File: src/hdl/seq_loop_pkg.sv
package seq_loop_pkg;
    // ****************
    // register map
    // ****************
    localparam logic [7:0] ADDR_MAIN_REPEAT = 8'h19;
    localparam logic [7:0] ADDR_OD_OFFSET = 8'h1a;
    localparam logic [7:0] ADDR_PS_OFFSET = 8'h1b;
    localparam logic [7:0] ADDR_SEQ_STATUS = 8'h30;
    localparam logic [7:0] RST_MAIN_REPEAT = 8'h00;
    localparam logic [7:0] RST_OD_OFFSET = 8'h00;
    localparam logic [7:0] RST_PS_OFFSET = 8'h00;
    // ****************
    // field layout
    // ****************
    localparam int REPEAT_LSB = 0;
    localparam int REPEAT_MSB = 2;
    localparam logic [2:0] REPEAT_ENDLESS = 3'h7;
    localparam int STAT_BUSY_BIT = 7;
    localparam int STAT_PASS_LSB = 3;
    localparam int STAT_SLOT_LSB = 0;
    localparam int SLOT_COUNT = 8;
    // ****************
    // sample classes
    // ****************
    typedef enum logic [1:0] {
        CLS_OTHER,
        CLS_OVERDRIVE,
        CLS_POS_SUSTAIN
    } sample_class_t;
endpackage

File: src/hdl/seq_loop_regs.sv
`timescale 1ns/1ps
module seq_loop_regs (
    input wire logic clock, // 25 MHz
    input wire logic rst_b, // async reset
    input wire logic ce, // freezes all state when low
    input wire logic [7:0] addr, // register address
    input wire logic [7:0] wdata, // write data
    input wire logic wr, // write strobe
    input wire logic rd, // read strobe
    output logic [7:0] rdata, // read data, cycle after rd
    input wire logic launch, // playback launch bit level
    input wire logic trigger_pin, // external trigger pin
    input wire logic [63:0] slot_ids, // eight 8-bit effect ids, slot 0 low
    input wire logic effect_done, // playback engine finished effect
    output logic effect_req, // one-cycle start of an effect
    output logic [7:0] effect_id, // id of effect requested
    output logic seq_busy, // sequencer running
    input wire logic seg_valid, // waveform sample strobe
    input wire logic signed [7:0] seg_level, // sample voltage
    input wire logic signed [7:0] wave_max, // highest sample of waveform
    input wire logic [15:0] seg_dur, // sample duration in ms
    input wire logic [7:0] effect_step_period, // step period in ms
    input wire logic open_loop, // open-loop drive mode
    output logic seg_out_valid, // adjusted sample strobe
    output logic [15:0] seg_dur_out, // adjusted duration in ms
    output logic [1:0] seg_class // sample class code
);

    // ****************
    // slot unpacking
    // ****************
    localparam int SLOT_COUNT = seq_loop_pkg::SLOT_COUNT;
    logic [7:0] slot_id [SLOT_COUNT];
    genvar gi;
    generate
        for (gi = 0; gi < SLOT_COUNT; gi++) begin : g_slot
            assign slot_id[gi] = slot_ids[gi*8 +: 8];
        end
    endgenerate

    function automatic logic hit(input logic [7:0] a, input logic [7:0] off);
        hit = (a == off);
    endfunction

    // ****************
    // register file
    // ****************
    logic [7:0] repeat_ff, nxt_repeat;
    logic [7:0] od_off_ff, nxt_od_off;
    logic [7:0] ps_off_ff, nxt_ps_off;
    logic [7:0] rdata_ff, nxt_rdata;
    logic [7:0] status;

    // writes store all bits; reserved bits of the repeat register read back
    always_comb begin
        nxt_repeat = repeat_ff;
        nxt_od_off = od_off_ff;
        nxt_ps_off = ps_off_ff;
        nxt_rdata = rdata_ff;
        if (wr && hit(addr, seq_loop_pkg::ADDR_MAIN_REPEAT)) nxt_repeat = wdata;
        if (wr && hit(addr, seq_loop_pkg::ADDR_OD_OFFSET)) nxt_od_off = wdata;
        if (wr && hit(addr, seq_loop_pkg::ADDR_PS_OFFSET)) nxt_ps_off = wdata;
        if (rd) begin
            if (hit(addr, seq_loop_pkg::ADDR_MAIN_REPEAT)) nxt_rdata = repeat_ff;
            else if (hit(addr, seq_loop_pkg::ADDR_OD_OFFSET)) nxt_rdata = od_off_ff;
            else if (hit(addr, seq_loop_pkg::ADDR_PS_OFFSET)) nxt_rdata = ps_off_ff;
            else if (hit(addr, seq_loop_pkg::ADDR_SEQ_STATUS)) nxt_rdata = status;
            else nxt_rdata = 8'h00; // unmapped reads zero
        end
    end

    always_ff @(posedge clock or negedge rst_b) begin
        if (!rst_b) begin
            repeat_ff <= seq_loop_pkg::RST_MAIN_REPEAT;
            od_off_ff <= seq_loop_pkg::RST_OD_OFFSET;
            ps_off_ff <= seq_loop_pkg::RST_PS_OFFSET;
            rdata_ff <= 8'h00;
        end else if (ce) begin
            repeat_ff <= nxt_repeat;
            od_off_ff <= nxt_od_off;
            ps_off_ff <= nxt_ps_off;
            rdata_ff <= nxt_rdata;
        end
    end
    assign rdata = rdata_ff;

    // ****************
    // trigger synchroniser and launch edges
    // ****************
    logic trig_s1_ff, trig_s2_ff, trig_s3_ff, trig_lvl_ff, nxt_trig_lvl;
    logic launch_q_ff;
    logic trig_rise, launch_rise, launch_fall, stop_evt;

    // a change is accepted only once stages two and three agree
    always_comb begin
        nxt_trig_lvl = trig_lvl_ff;
        if (trig_s2_ff == trig_s3_ff) nxt_trig_lvl = trig_s3_ff;
    end

    always_ff @(posedge clock or negedge rst_b) begin
        if (!rst_b) begin
            trig_s1_ff <= 1'b0;
            trig_s2_ff <= 1'b0;
            trig_s3_ff <= 1'b0;
            trig_lvl_ff <= 1'b0;
            launch_q_ff <= 1'b0;
        end else if (ce) begin
            trig_s1_ff <= trigger_pin;
            trig_s2_ff <= trig_s1_ff;
            trig_s3_ff <= trig_s2_ff;
            trig_lvl_ff <= nxt_trig_lvl;
            launch_q_ff <= launch;
        end
    end
    assign trig_rise = nxt_trig_lvl && !trig_lvl_ff;
    assign launch_rise = launch && !launch_q_ff;
    assign launch_fall = !launch && launch_q_ff;
    assign stop_evt = trig_rise || launch_fall;

    // ****************
    // sequencer
    // ****************
    typedef enum logic [1:0] {
        SEQ_IDLE,
        SEQ_ISSUE,
        SEQ_WAIT
    } seq_state_t;
    seq_state_t state_ff, nxt_state;
    logic [2:0] slot_ff, nxt_slot;
    logic [2:0] pass_ff, nxt_pass;
    logic req_ff, nxt_req;
    logic [7:0] id_ff, nxt_id;
    logic last_slot, more_pass;
    logic [2:0] rep_cnt;

    assign rep_cnt = repeat_ff[seq_loop_pkg::REPEAT_MSB:seq_loop_pkg::REPEAT_LSB];
    // pass ends after slot seven or before a zero id
    assign last_slot = (slot_ff == 3'h7) || (slot_id[slot_ff + 3'h1] == 8'h00);
    // endless at seven, else count+1 passes in total
    assign more_pass = (rep_cnt == seq_loop_pkg::REPEAT_ENDLESS) || (pass_ff < rep_cnt);

    // trigger rise and launch-clear take priority over effect completion
    always_comb begin
        nxt_state = state_ff;
        nxt_slot = slot_ff;
        nxt_pass = pass_ff;
        nxt_req = 1'b0;
        nxt_id = id_ff;
        case (state_ff)
            SEQ_IDLE: begin
                if (launch_rise && slot_id[0] != 8'h00) begin
                    nxt_state = SEQ_ISSUE;
                    nxt_slot = 3'h0;
                    nxt_pass = 3'h0;
                end
            end
            SEQ_ISSUE: begin
                if (stop_evt) begin
                    nxt_state = SEQ_IDLE;
                end else begin
                    nxt_req = 1'b1;
                    nxt_id = slot_id[slot_ff];
                    nxt_state = SEQ_WAIT;
                end
            end
            SEQ_WAIT: begin
                if (stop_evt) begin
                    nxt_state = SEQ_IDLE;
                end else if (effect_done) begin
                    if (!last_slot) begin
                        nxt_slot = slot_ff + 3'h1;
                        nxt_state = SEQ_ISSUE;
                    end else if (more_pass) begin
                        // whole sequence again from slot zero
                        nxt_slot = 3'h0;
                        nxt_state = SEQ_ISSUE;
                        // endless mode saturates the counter for status only
                        if (pass_ff != 3'h7) nxt_pass = pass_ff + 3'h1;
                    end else begin
                        nxt_state = SEQ_IDLE;
                    end
                end
            end
            default: nxt_state = SEQ_IDLE;
        endcase
    end

    always_ff @(posedge clock or negedge rst_b) begin
        if (!rst_b) begin
            state_ff <= SEQ_IDLE;
            slot_ff <= 3'h0;
            pass_ff <= 3'h0;
            req_ff <= 1'b0;
            id_ff <= 8'h00;
        end else if (ce) begin
            state_ff <= nxt_state;
            slot_ff <= nxt_slot;
            pass_ff <= nxt_pass;
            req_ff <= nxt_req;
            id_ff <= nxt_id;
        end
    end
    assign effect_req = req_ff;
    assign effect_id = id_ff;
    assign seq_busy = (state_ff != SEQ_IDLE);

    // status packs busy, pass count and slot; unused bits read zero
    always_comb begin
        status = 8'h00;
        status[seq_loop_pkg::STAT_BUSY_BIT] = seq_busy;
        status[seq_loop_pkg::STAT_PASS_LSB +: 3] = pass_ff;
        status[seq_loop_pkg::STAT_SLOT_LSB +: 3] = slot_ff;
    end

    // ****************
    // sample time offsets
    // ****************
    logic out_v_ff, nxt_out_v;
    logic [15:0] dur_ff, nxt_dur;
    logic [1:0] cls_ff, nxt_cls;
    logic signed [17:0] adj, sum;
    logic signed [7:0] off;
    logic is_od, is_ps;

    // a positive sample at the waveform maximum is overdrive; other positive samples are sustain
    assign is_od = (seg_level == wave_max) && (seg_level > 8'sh00);
    assign is_ps = (seg_level > 8'sh00) && !is_od;
    // overdrive offset is ignored in closed loop
    assign off = (is_od && open_loop) ? $signed(od_off_ff) :
        (is_ps ? $signed(ps_off_ff) : 8'sh00);
    assign adj = 18'(off * $signed({1'b0, effect_step_period}));
    assign sum = $signed({2'b00, seg_dur}) + adj;

    always_comb begin
        nxt_out_v = seg_valid;
        nxt_dur = dur_ff;
        nxt_cls = cls_ff;
        if (seg_valid) begin
            if (sum < 18'sh0_0000) nxt_dur = 16'h0000;
            else if (sum > 18'sh0_ffff) nxt_dur = 16'hffff;
            else nxt_dur = sum[15:0];
            nxt_cls = is_od ? seq_loop_pkg::CLS_OVERDRIVE :
                (is_ps ? seq_loop_pkg::CLS_POS_SUSTAIN : seq_loop_pkg::CLS_OTHER);
        end
    end

    always_ff @(posedge clock or negedge rst_b) begin
        if (!rst_b) begin
            out_v_ff <= 1'b0;
            dur_ff <= 16'h0000;
            cls_ff <= 2'h0;
        end else if (ce) begin
            out_v_ff <= nxt_out_v;
            dur_ff <= nxt_dur;
            cls_ff <= nxt_cls;
        end
    end
    assign seg_out_valid = out_v_ff;
    assign seg_dur_out = dur_ff;
    assign seg_class = cls_ff;
endmodule // seq_loop_regs

File: config.mk
export PLATFORM = sky130hd
export DESIGN_NAME = seq_loop_regs
export DESIGN_NICKNAME = d
export VERILOG_FILES = /design/src/hdl/seq_loop_pkg.sv /design/src/hdl/seq_loop_regs.sv
export SDC_FILE = /design/constraint.sdc
export NUM_CORES = 1
export LEC_CHECK = 0
export ABC_AREA = 1
export CAP_MARGIN = 20
export CORE_ASPECT_RATIO = 1.5
export CORE_UTILIZATION = 60
export CTS_CLUSTER_DIAMETER = 50
export DETAILED_ROUTE_END_ITERATION = 10
export DONT_BUFFER_PORTS = 1
export PLACE_DENSITY = 0.76
export SLEW_MARGIN = 10
export SYNTH_ARGS = -nofsm -noshare
export SYNTH_HDL_FRONTEND = slang
export SYNTH_SLANG_ARGS = --single-unit
File: constraint.sdc
create_clock -name clock -period 5.68 [get_ports clock]
set_input_delay 0.284 -clock clock [delete_from_list [all_inputs] [get_ports clock]]
set_output_delay 0.284 -clock clock [all_outputs]
set_load 0.1 [all_outputs]
==> results of run 1 <==
==> how the worst max path moves through the flow <==
stage | start | end | slack (ps) | cells past startpoint
final | wave_max[3] | seg_dur_out[5]$_DFFE_PN0P_ | 380 | 28
after global routing | wave_max[5] | seg_dur_out[6]$_DFFE_PN0P_ | 10 | 26
after CTS | wave_max[3] | seg_dur_out[12]$_DFFE_PN0P_ | 270 | 27
after detailed placement | wave_max[3] | seg_dur_out[12]$_DFFE_PN0P_ | -50 | 27
after global placement | seg_level[2] | seg_dur_out[13]$_DFFE_PN0P_ | 80 | 25
after floorplan | seg_level[6] | seg_dur_out[13]$_DFFE_PN0P_ | 310 | 26
==> cell usage after synthesis (4+ instances only) <==
library cell,number,area (um2)
a21oi_1,58,290
buf_2,11,55.1
buf_6,5,56.3
clkbuf_1,9,33.8
dfrtp_1,73,1830
fa_1,52,1040
ha_1,57,713
inv_1,135,507
inv_2,4,15.0
nand2_1,252,946
nand2_2,8,50.1
nand3_1,60,300
nand4_1,5,31.3
nor2_1,86,323
nor3_1,14,70.1
o211ai_1,5,37.5
o21ai_0,82,410
o21ai_1,7,35.0
o221ai_1,16,140
or2_2,4,25.0
xnor2_1,10,87.6
xor2_1,9,78.8
==> what timing repair did <==
item	in CTS	in global routing
hold buffers	2	0
endpoints found under the hold margin	73	0
setup endpoints to repair	0	15
resized for setup	0	8
==> stage by stage <==
| stage | TNS, ps | std cells | utilization (%) | hold WS (ps) |
|---|---|---|---|---|
| after CTS | 0 | 1160 | 65.8 | 71.1 |
| final | 0 | 1160 | 66.1 | 77.2 |
| after global placement | 0 | 1142 | 62.8 | -6.63 |
| after detailed placement | -400 | 1142 | 62.8 | -6.73 |
| after floorplan | 0 | 998 | - | -11.6 |
| after global routing | 0 | 1160 | 66.1 | 97.2 |
==> state kept, by name, summed over array words and instances (netlist names), 2 cells and up <==
| signal | count |
|---|---|
| od_off_ff | 8 |
| slot_ff | 3 |
| seg_dur_out | 16 |
| seg_class | 2 |
| pass_ff | 3 |
| ps_off_ff | 8 |
| effect_id | 8 |
| rdata | 8 |
| state_ff | 2 |
| repeat_ff | 8 |
==> critical path: stages <==
cell and delay [ps]:
xnor2_1 180, nand2_1 70, nor3_1 130, nand2_1 90, clkinv_1 90, nand3_4 130
or2_2 320, nand3_1 100, fa_1 450, fa_1 560, inv_1 60, fa_1 520
fa_1 560, inv_1 60, fa_1 530, inv_1 60, ha_4 280, nand2_1 90
inv_2 90, nand2_2 50, nand2_2 80, nand3_2 90, nand2_1 100, nand2_2 70
a21oi_4 230, buf_6 180, nand2_1 60, nand2_1 50
==> per-layer routing <==
metal  share of wire, %  wire length, um  global-route usage, %
met1                 37             7210                   34.6
met2                 54            10600                   59.1
met3                5.0              977                   5.35
met4                4.6              915                   17.8
met5                  0                0                      0
==> layout make-up <==
class / count / area, um2
fillers: 1139 / 4070
clock buffers: 9 / 225
multi-input cells: 757 / 4900
flip-flops and latches: 73 / 1830
repair buffers: 19 / 169
inverters: 142 / 533
well taps: 153 / 191
clock inverters: 7 / 101
==> power by group <==
group | internal, mW | leakage (nW) | switching [mW]
registers | 0.582 | 0.964 | 0.408
clock network | 0.389 | 0.153 | 0.233
logic | 0.196 | 3.04 | 0.419
total | 1.17 | 4.16 | 1.06
==> logic make-up after synthesis <==
| kind of cell | share of synthesized area (%) |
|---|---|
| compound gates | 14.4 |
| flops | 24.8 |
| mux | 0.153 |
| xor+xnor | 2.26 |
| simple gates | 25.4 |
| fa+ha+maj | 23.8 |
| buf+inv | 9.29 |
==> results.md, run 1 <==
* Yosys cell types at 46
* # rows at 49
* Post-layout instance area at 7940 um2
* Syn Nets at 1237
* Initial antenna violation count at 0
* Share of layout cells above drive strength 1 at 6.65%
* Routed WL at 19700 um
* Crit path capture type: register
* Worst r2r src: od_off_ff[6]$_DFFE_PN0P_
* Hpwl dp at 16100 um
* Largest net degree at the start of global routing at 74
* Drt initial violations at 371
* Power Total at 2.23 mW
* First-pass GRT wire length at 31600 um
* Pre-CTS setup slack at -54.3 ps
* Lkg Pwr at 4.16 nW
* H-tree levels at 3
* CTS tree: done
* Slew HR at 36.6%
* Skew-Pair Late Insertion Delay at 340 ps
* Mapped Avg Cell Area at 7.39 um2
* Clock sinks at 73
* Global Route Usage Sum at 32.1%
* Hold path startpoint: ce
* Clock skew at 9.55 ps
* Post-Syn Area at 7380 um2
* Hold Crit Depth at 2
* Area grow syn2layout at 7.63%
* Final hold viol count at 0
* Gr ovfl total at 0
* YS warnings at 0
* Vias in the first global route at 6607
* CTS buffer count at 9
* WP data arrival at 5570 ps
* Final WS setup at 381 ps
* Placed cell areas at 7550 um2
* Yosys reg bits at 73
* Ports at 167
* FFs w/ async S/R, synth at 100%
* Initial Util at 61.4%
* Setup violations, final at 0
* CTS root buf: clkbuf_16
* Maximum clock rate at 189 MHz
* EDFF count, synth at 0
* Synth Instances at 998
* Die H at 138 um
* Status: complete, no violations
* Nets at 1241
* Per-cell routed wire length at 17.0 um
* Total of max-cap violations at 0
* Hold Crit Endpoint: trig_s1_ff$_DFFE_PN0P_
* Antenna Violating Nets Remaining at 0
* Post-CTS setup buffers at 0
* Tmin final at 5300 ps
* # DRC at 0
* Vias per inst at 5.79
* Die area at 12800 um2
* R2R setup slack at 580 ps
* Drt pass-1 iters at 5
* Vias post-DR at 6716
* Crit path max fanout at 11
* Antenna Cells at 0
* Seq/Total Area, Yosys at 24.8%
* Core area at 12000 um2
* PwrDens at 280 nW/um2
* Final period util at 93.3%
* Hold WC Path Type: input pin to register
* Max Slew Vio Count at 0
* Reg-to-Reg End: seg_dur_out[5]$_DFFE_PN0P_
* CP startpoint kind: input pin
* Final GP Congestion at 0.975
* Peak VDD IR at 0.265 mV
* Chip width at 92.6 um
* Clock buffer depth at 2
* Synth Flop Type: dfrtp_1
* CP Class: input pin to register
* Measured slew at the worst slew-check pin at 951 ps
* Most frequent cells in the layout: nand2_1, inv_1, nor2_1
* Setup repair after global routing missed its margin: no
* Port Buffers at 0
* Clock slew at reported path FFs at 60 ps
* Worst Path Required at 5950 ps
* Worst Reg-to-Reg Cells at 22
* Commonest non-fill, non-tap cell in the layout: nand2_1
(Power assumes the default switching activity.)
==> inputs of run 2 (changes only) <==
CORE_ASPECT_RATIO = 0.5   (was 1.5)
CTS_BUF_LIST = sky130_fd_sc_hd__clkbuf_8 sky130_fd_sc_hd__clkbuf_16   (was unset)
==> run 2 against run 1 <==
Effect of this change: routed wire length grew 1.2%; die area up 0.14%; setup slack got worse by 0.97 ps; worst hold slack lost 17 ps; critical path depth unchanged; core utilization grew 0.59 points; non-clock buffer count is the same; via count up 0.31%; highest routed layer unchanged.
==> results.md, run 2 (same netlist as run 1, synthesis figures left out) <==
* Status: complete, no violations
* Register area at 1830 um2
* Hpwl dp at 16000 um
* Gate power share at 28.3%
* Initial Util at 62.0%
* Hold Crit Depth at 2
* Nets at 1241
* Die H at 80.4 um
* CTS buffer count at 9
* Clock buffer depth at 2
* Measured slew at the worst slew-check pin at 981 ps
* CP Class: input pin to register
* Clock skew at 7.11 ps
* Port Buffers at 0
* Post-layout instance area at 7940 um2
* Final std cells w/o fill at 1171
* Total of max-cap violations at 0
* Worst Reg-to-Reg Cells at 22
* Met2 wirelength from detailed routing at 9630 um
* Die area at 12800 um2
* First-pass GRT wire length at 32800 um
* Reg power frac at 44.6%
* Final GP Congestion at 0.962
* Drt initial violations at 552
* WP data arrival at 5570 ps
* Vias per inst at 5.75
* PwrDens at 279 nW/um2
* Tmin final at 5300 ps
* Skew-Pair Late Insertion Delay at 340 ps
* Worst Setup EP: seg_dur_out[4]$_DFFE_PN0P_
* Worst path slowest cell: fa_1
* Initial antenna violation count at 0
* Per-cell routed wire length at 17.0 um
* Setup violations, final at 0
* Crit path depth at 28
* Vias post-DR at 6737
* Area grow syn2layout at 7.65%
* Final Util at 66.7%
* Final setup TNS at 0 ps
* Largest register FFs at 16
* Highest Signal Layer: met4
* Worst Path Required at 5950 ps
* Antenna Violating Nets Remaining at 0
* Setup repair after global routing missed its margin: no
* Reg-to-Reg End: seg_dur_out[4]$_DFFE_PN0P_
* Routed WL at 19900 um
* H-tree levels at 3
* Vias in the first global route at 6685
* Largest net degree at the start of global routing at 74
* Crit path max fanout at 9
* Core area at 11900 um2
* R2R setup slack at 550 ps
* CP bufs+invs at 6
* Worst hold slack at 60.1 ps
* Peak VDD IR at 0.178 mV
* Cell-internal power at 1.16 mW
* Antenna Cells at 0
* Hold WC Path Type: input pin to register
* Gr ovfl total at 0
* DRT met1 WL at 8390 um
* Commonest non-fill, non-tap cell in the layout: nand2_1
* Final hold viol count at 0
* Placed cell areas at 7550 um2
* Footprint of the multi-input gates at 4900 um2
* CTS root buf: clkbuf_16
* Crit path capture type: register
* Filler cell count at 1066
* P_sw at 1.06 mW
* Global Route Usage Sum at 32.8%
* Lkg Pwr at 4.16 nW
* Drt pass-1 iters at 7
* Slew HR at 34.6%
* Maximum clock rate at 189 MHz
* Placed insts at 1153
* DR WL met3 at 1510 um
* CTS tree: done
* Largest stage delay on the critical path at 560 ps
* Clock slew at reported path FFs at 60 ps
* Delay-heaviest family, CP: adder cells
* # rows at 28
* Ports at 167
* Clock sinks at 73
* Most frequent cells in the layout: nand2_1, inv_1, nor2_1
* Switching power share of the total at 47.8%
* Chip width at 159 um
* Worst r2r src: od_off_ff[6]$_DFFE_PN0P_
* Final period util at 93.3%
* Max Slew Vio Count at 0
* Power share of the clock group at 27.1%
* CP startpoint kind: input pin
* Share of layout cells above drive strength 1 at 6.36%
* Critical path launch point: wave_max[5]
* # DRC at 0
run 2: changes by cell type in the layout (fill, tap and decap cells not counted), sizes merged:
cell      previous run  this run
clkinv               3         5
clkinvlp             2         1
inv                142       140
run 2: per-layer routing:
layer,track usage (%),vias to the layer above
met4,9.03,0
met3,8.47,39
met2,58.6,262
li1,-,3241
met1,39.6,3195
met5,0,-
run 2: what timing repair did:
action	in CTS	in global routing
hold buffers	2	0
setup endpoints to repair	0	11
endpoints found under the hold margin	73	0
buffers inserted	0	1
gates resized for setup	0	5
run 2: worst register-to-register path: stages, from the launching register on:
cell and delay, ps:
dfrtp_1 420, or2_2 320, nand3_1 100, fa_1 450, fa_1 560, inv_1 60, fa_1 510, fa_1 560
inv_1 60, fa_1 540, inv_1 70, ha_4 290, nand2_1 80, inv_1 130, nand2_2 70, nand2_2 70
nand3_2 80, nand2_1 90, nand2_2 70, a21oi_4 190, buf_4 170, o21ai_0 90, nand2_1 70
run 2: cell type report:
type	count	area share, %
Sequential cell	73	23.0
Clock buffer	9	2.84
Tap cell	165	2.60
Inverter	142	6.71
Multi-Input combinational cell	757	61.7
Timing Repair Buffer	19	2.08
Clock inverter	6	1.07
run 2: how the worst min path moves through the flow:
stage	slack [ps]	endpoint	start
2_1_floorplan	-10	effect_id[0]$_DFFE_PN0P_	rst_b
3_3_place_gp	-8	rdata[2]$_DFFE_PN0P_	rst_b
3_5_place_dp	-8	rdata[2]$_DFFE_PN0P_	rst_b
4_1_cts	60	trig_s2_ff$_DFFE_PN0P_	ce
5_1_grt	60	trig_s3_ff$_DFFE_PN0P_	ce
6_report	60	trig_s2_ff$_DFFE_PN0P_	ce
run 2: stage by stage:
step / power (mW) / setup slack [ps]
floorplan: 1.48 / 306
global placement: 1.58 / 114
detailed placement: 1.60 / -13.9
CTS: 2.22 / 313
global route: 2.34 / 27.7
finish: 2.22 / 380
run 2: power groups by stage:
stage,logic [mW],clock network (mW),registers (mW)
2_1_floorplan,0.503,0,0.978
3_3_place_gp,0.589,0,0.994
3_5_place_dp,0.603,0,0.996
4_1_cts,0.621,0.609,0.987
5_1_grt,0.711,0.633,0.996
6_report,0.626,0.601,0.989
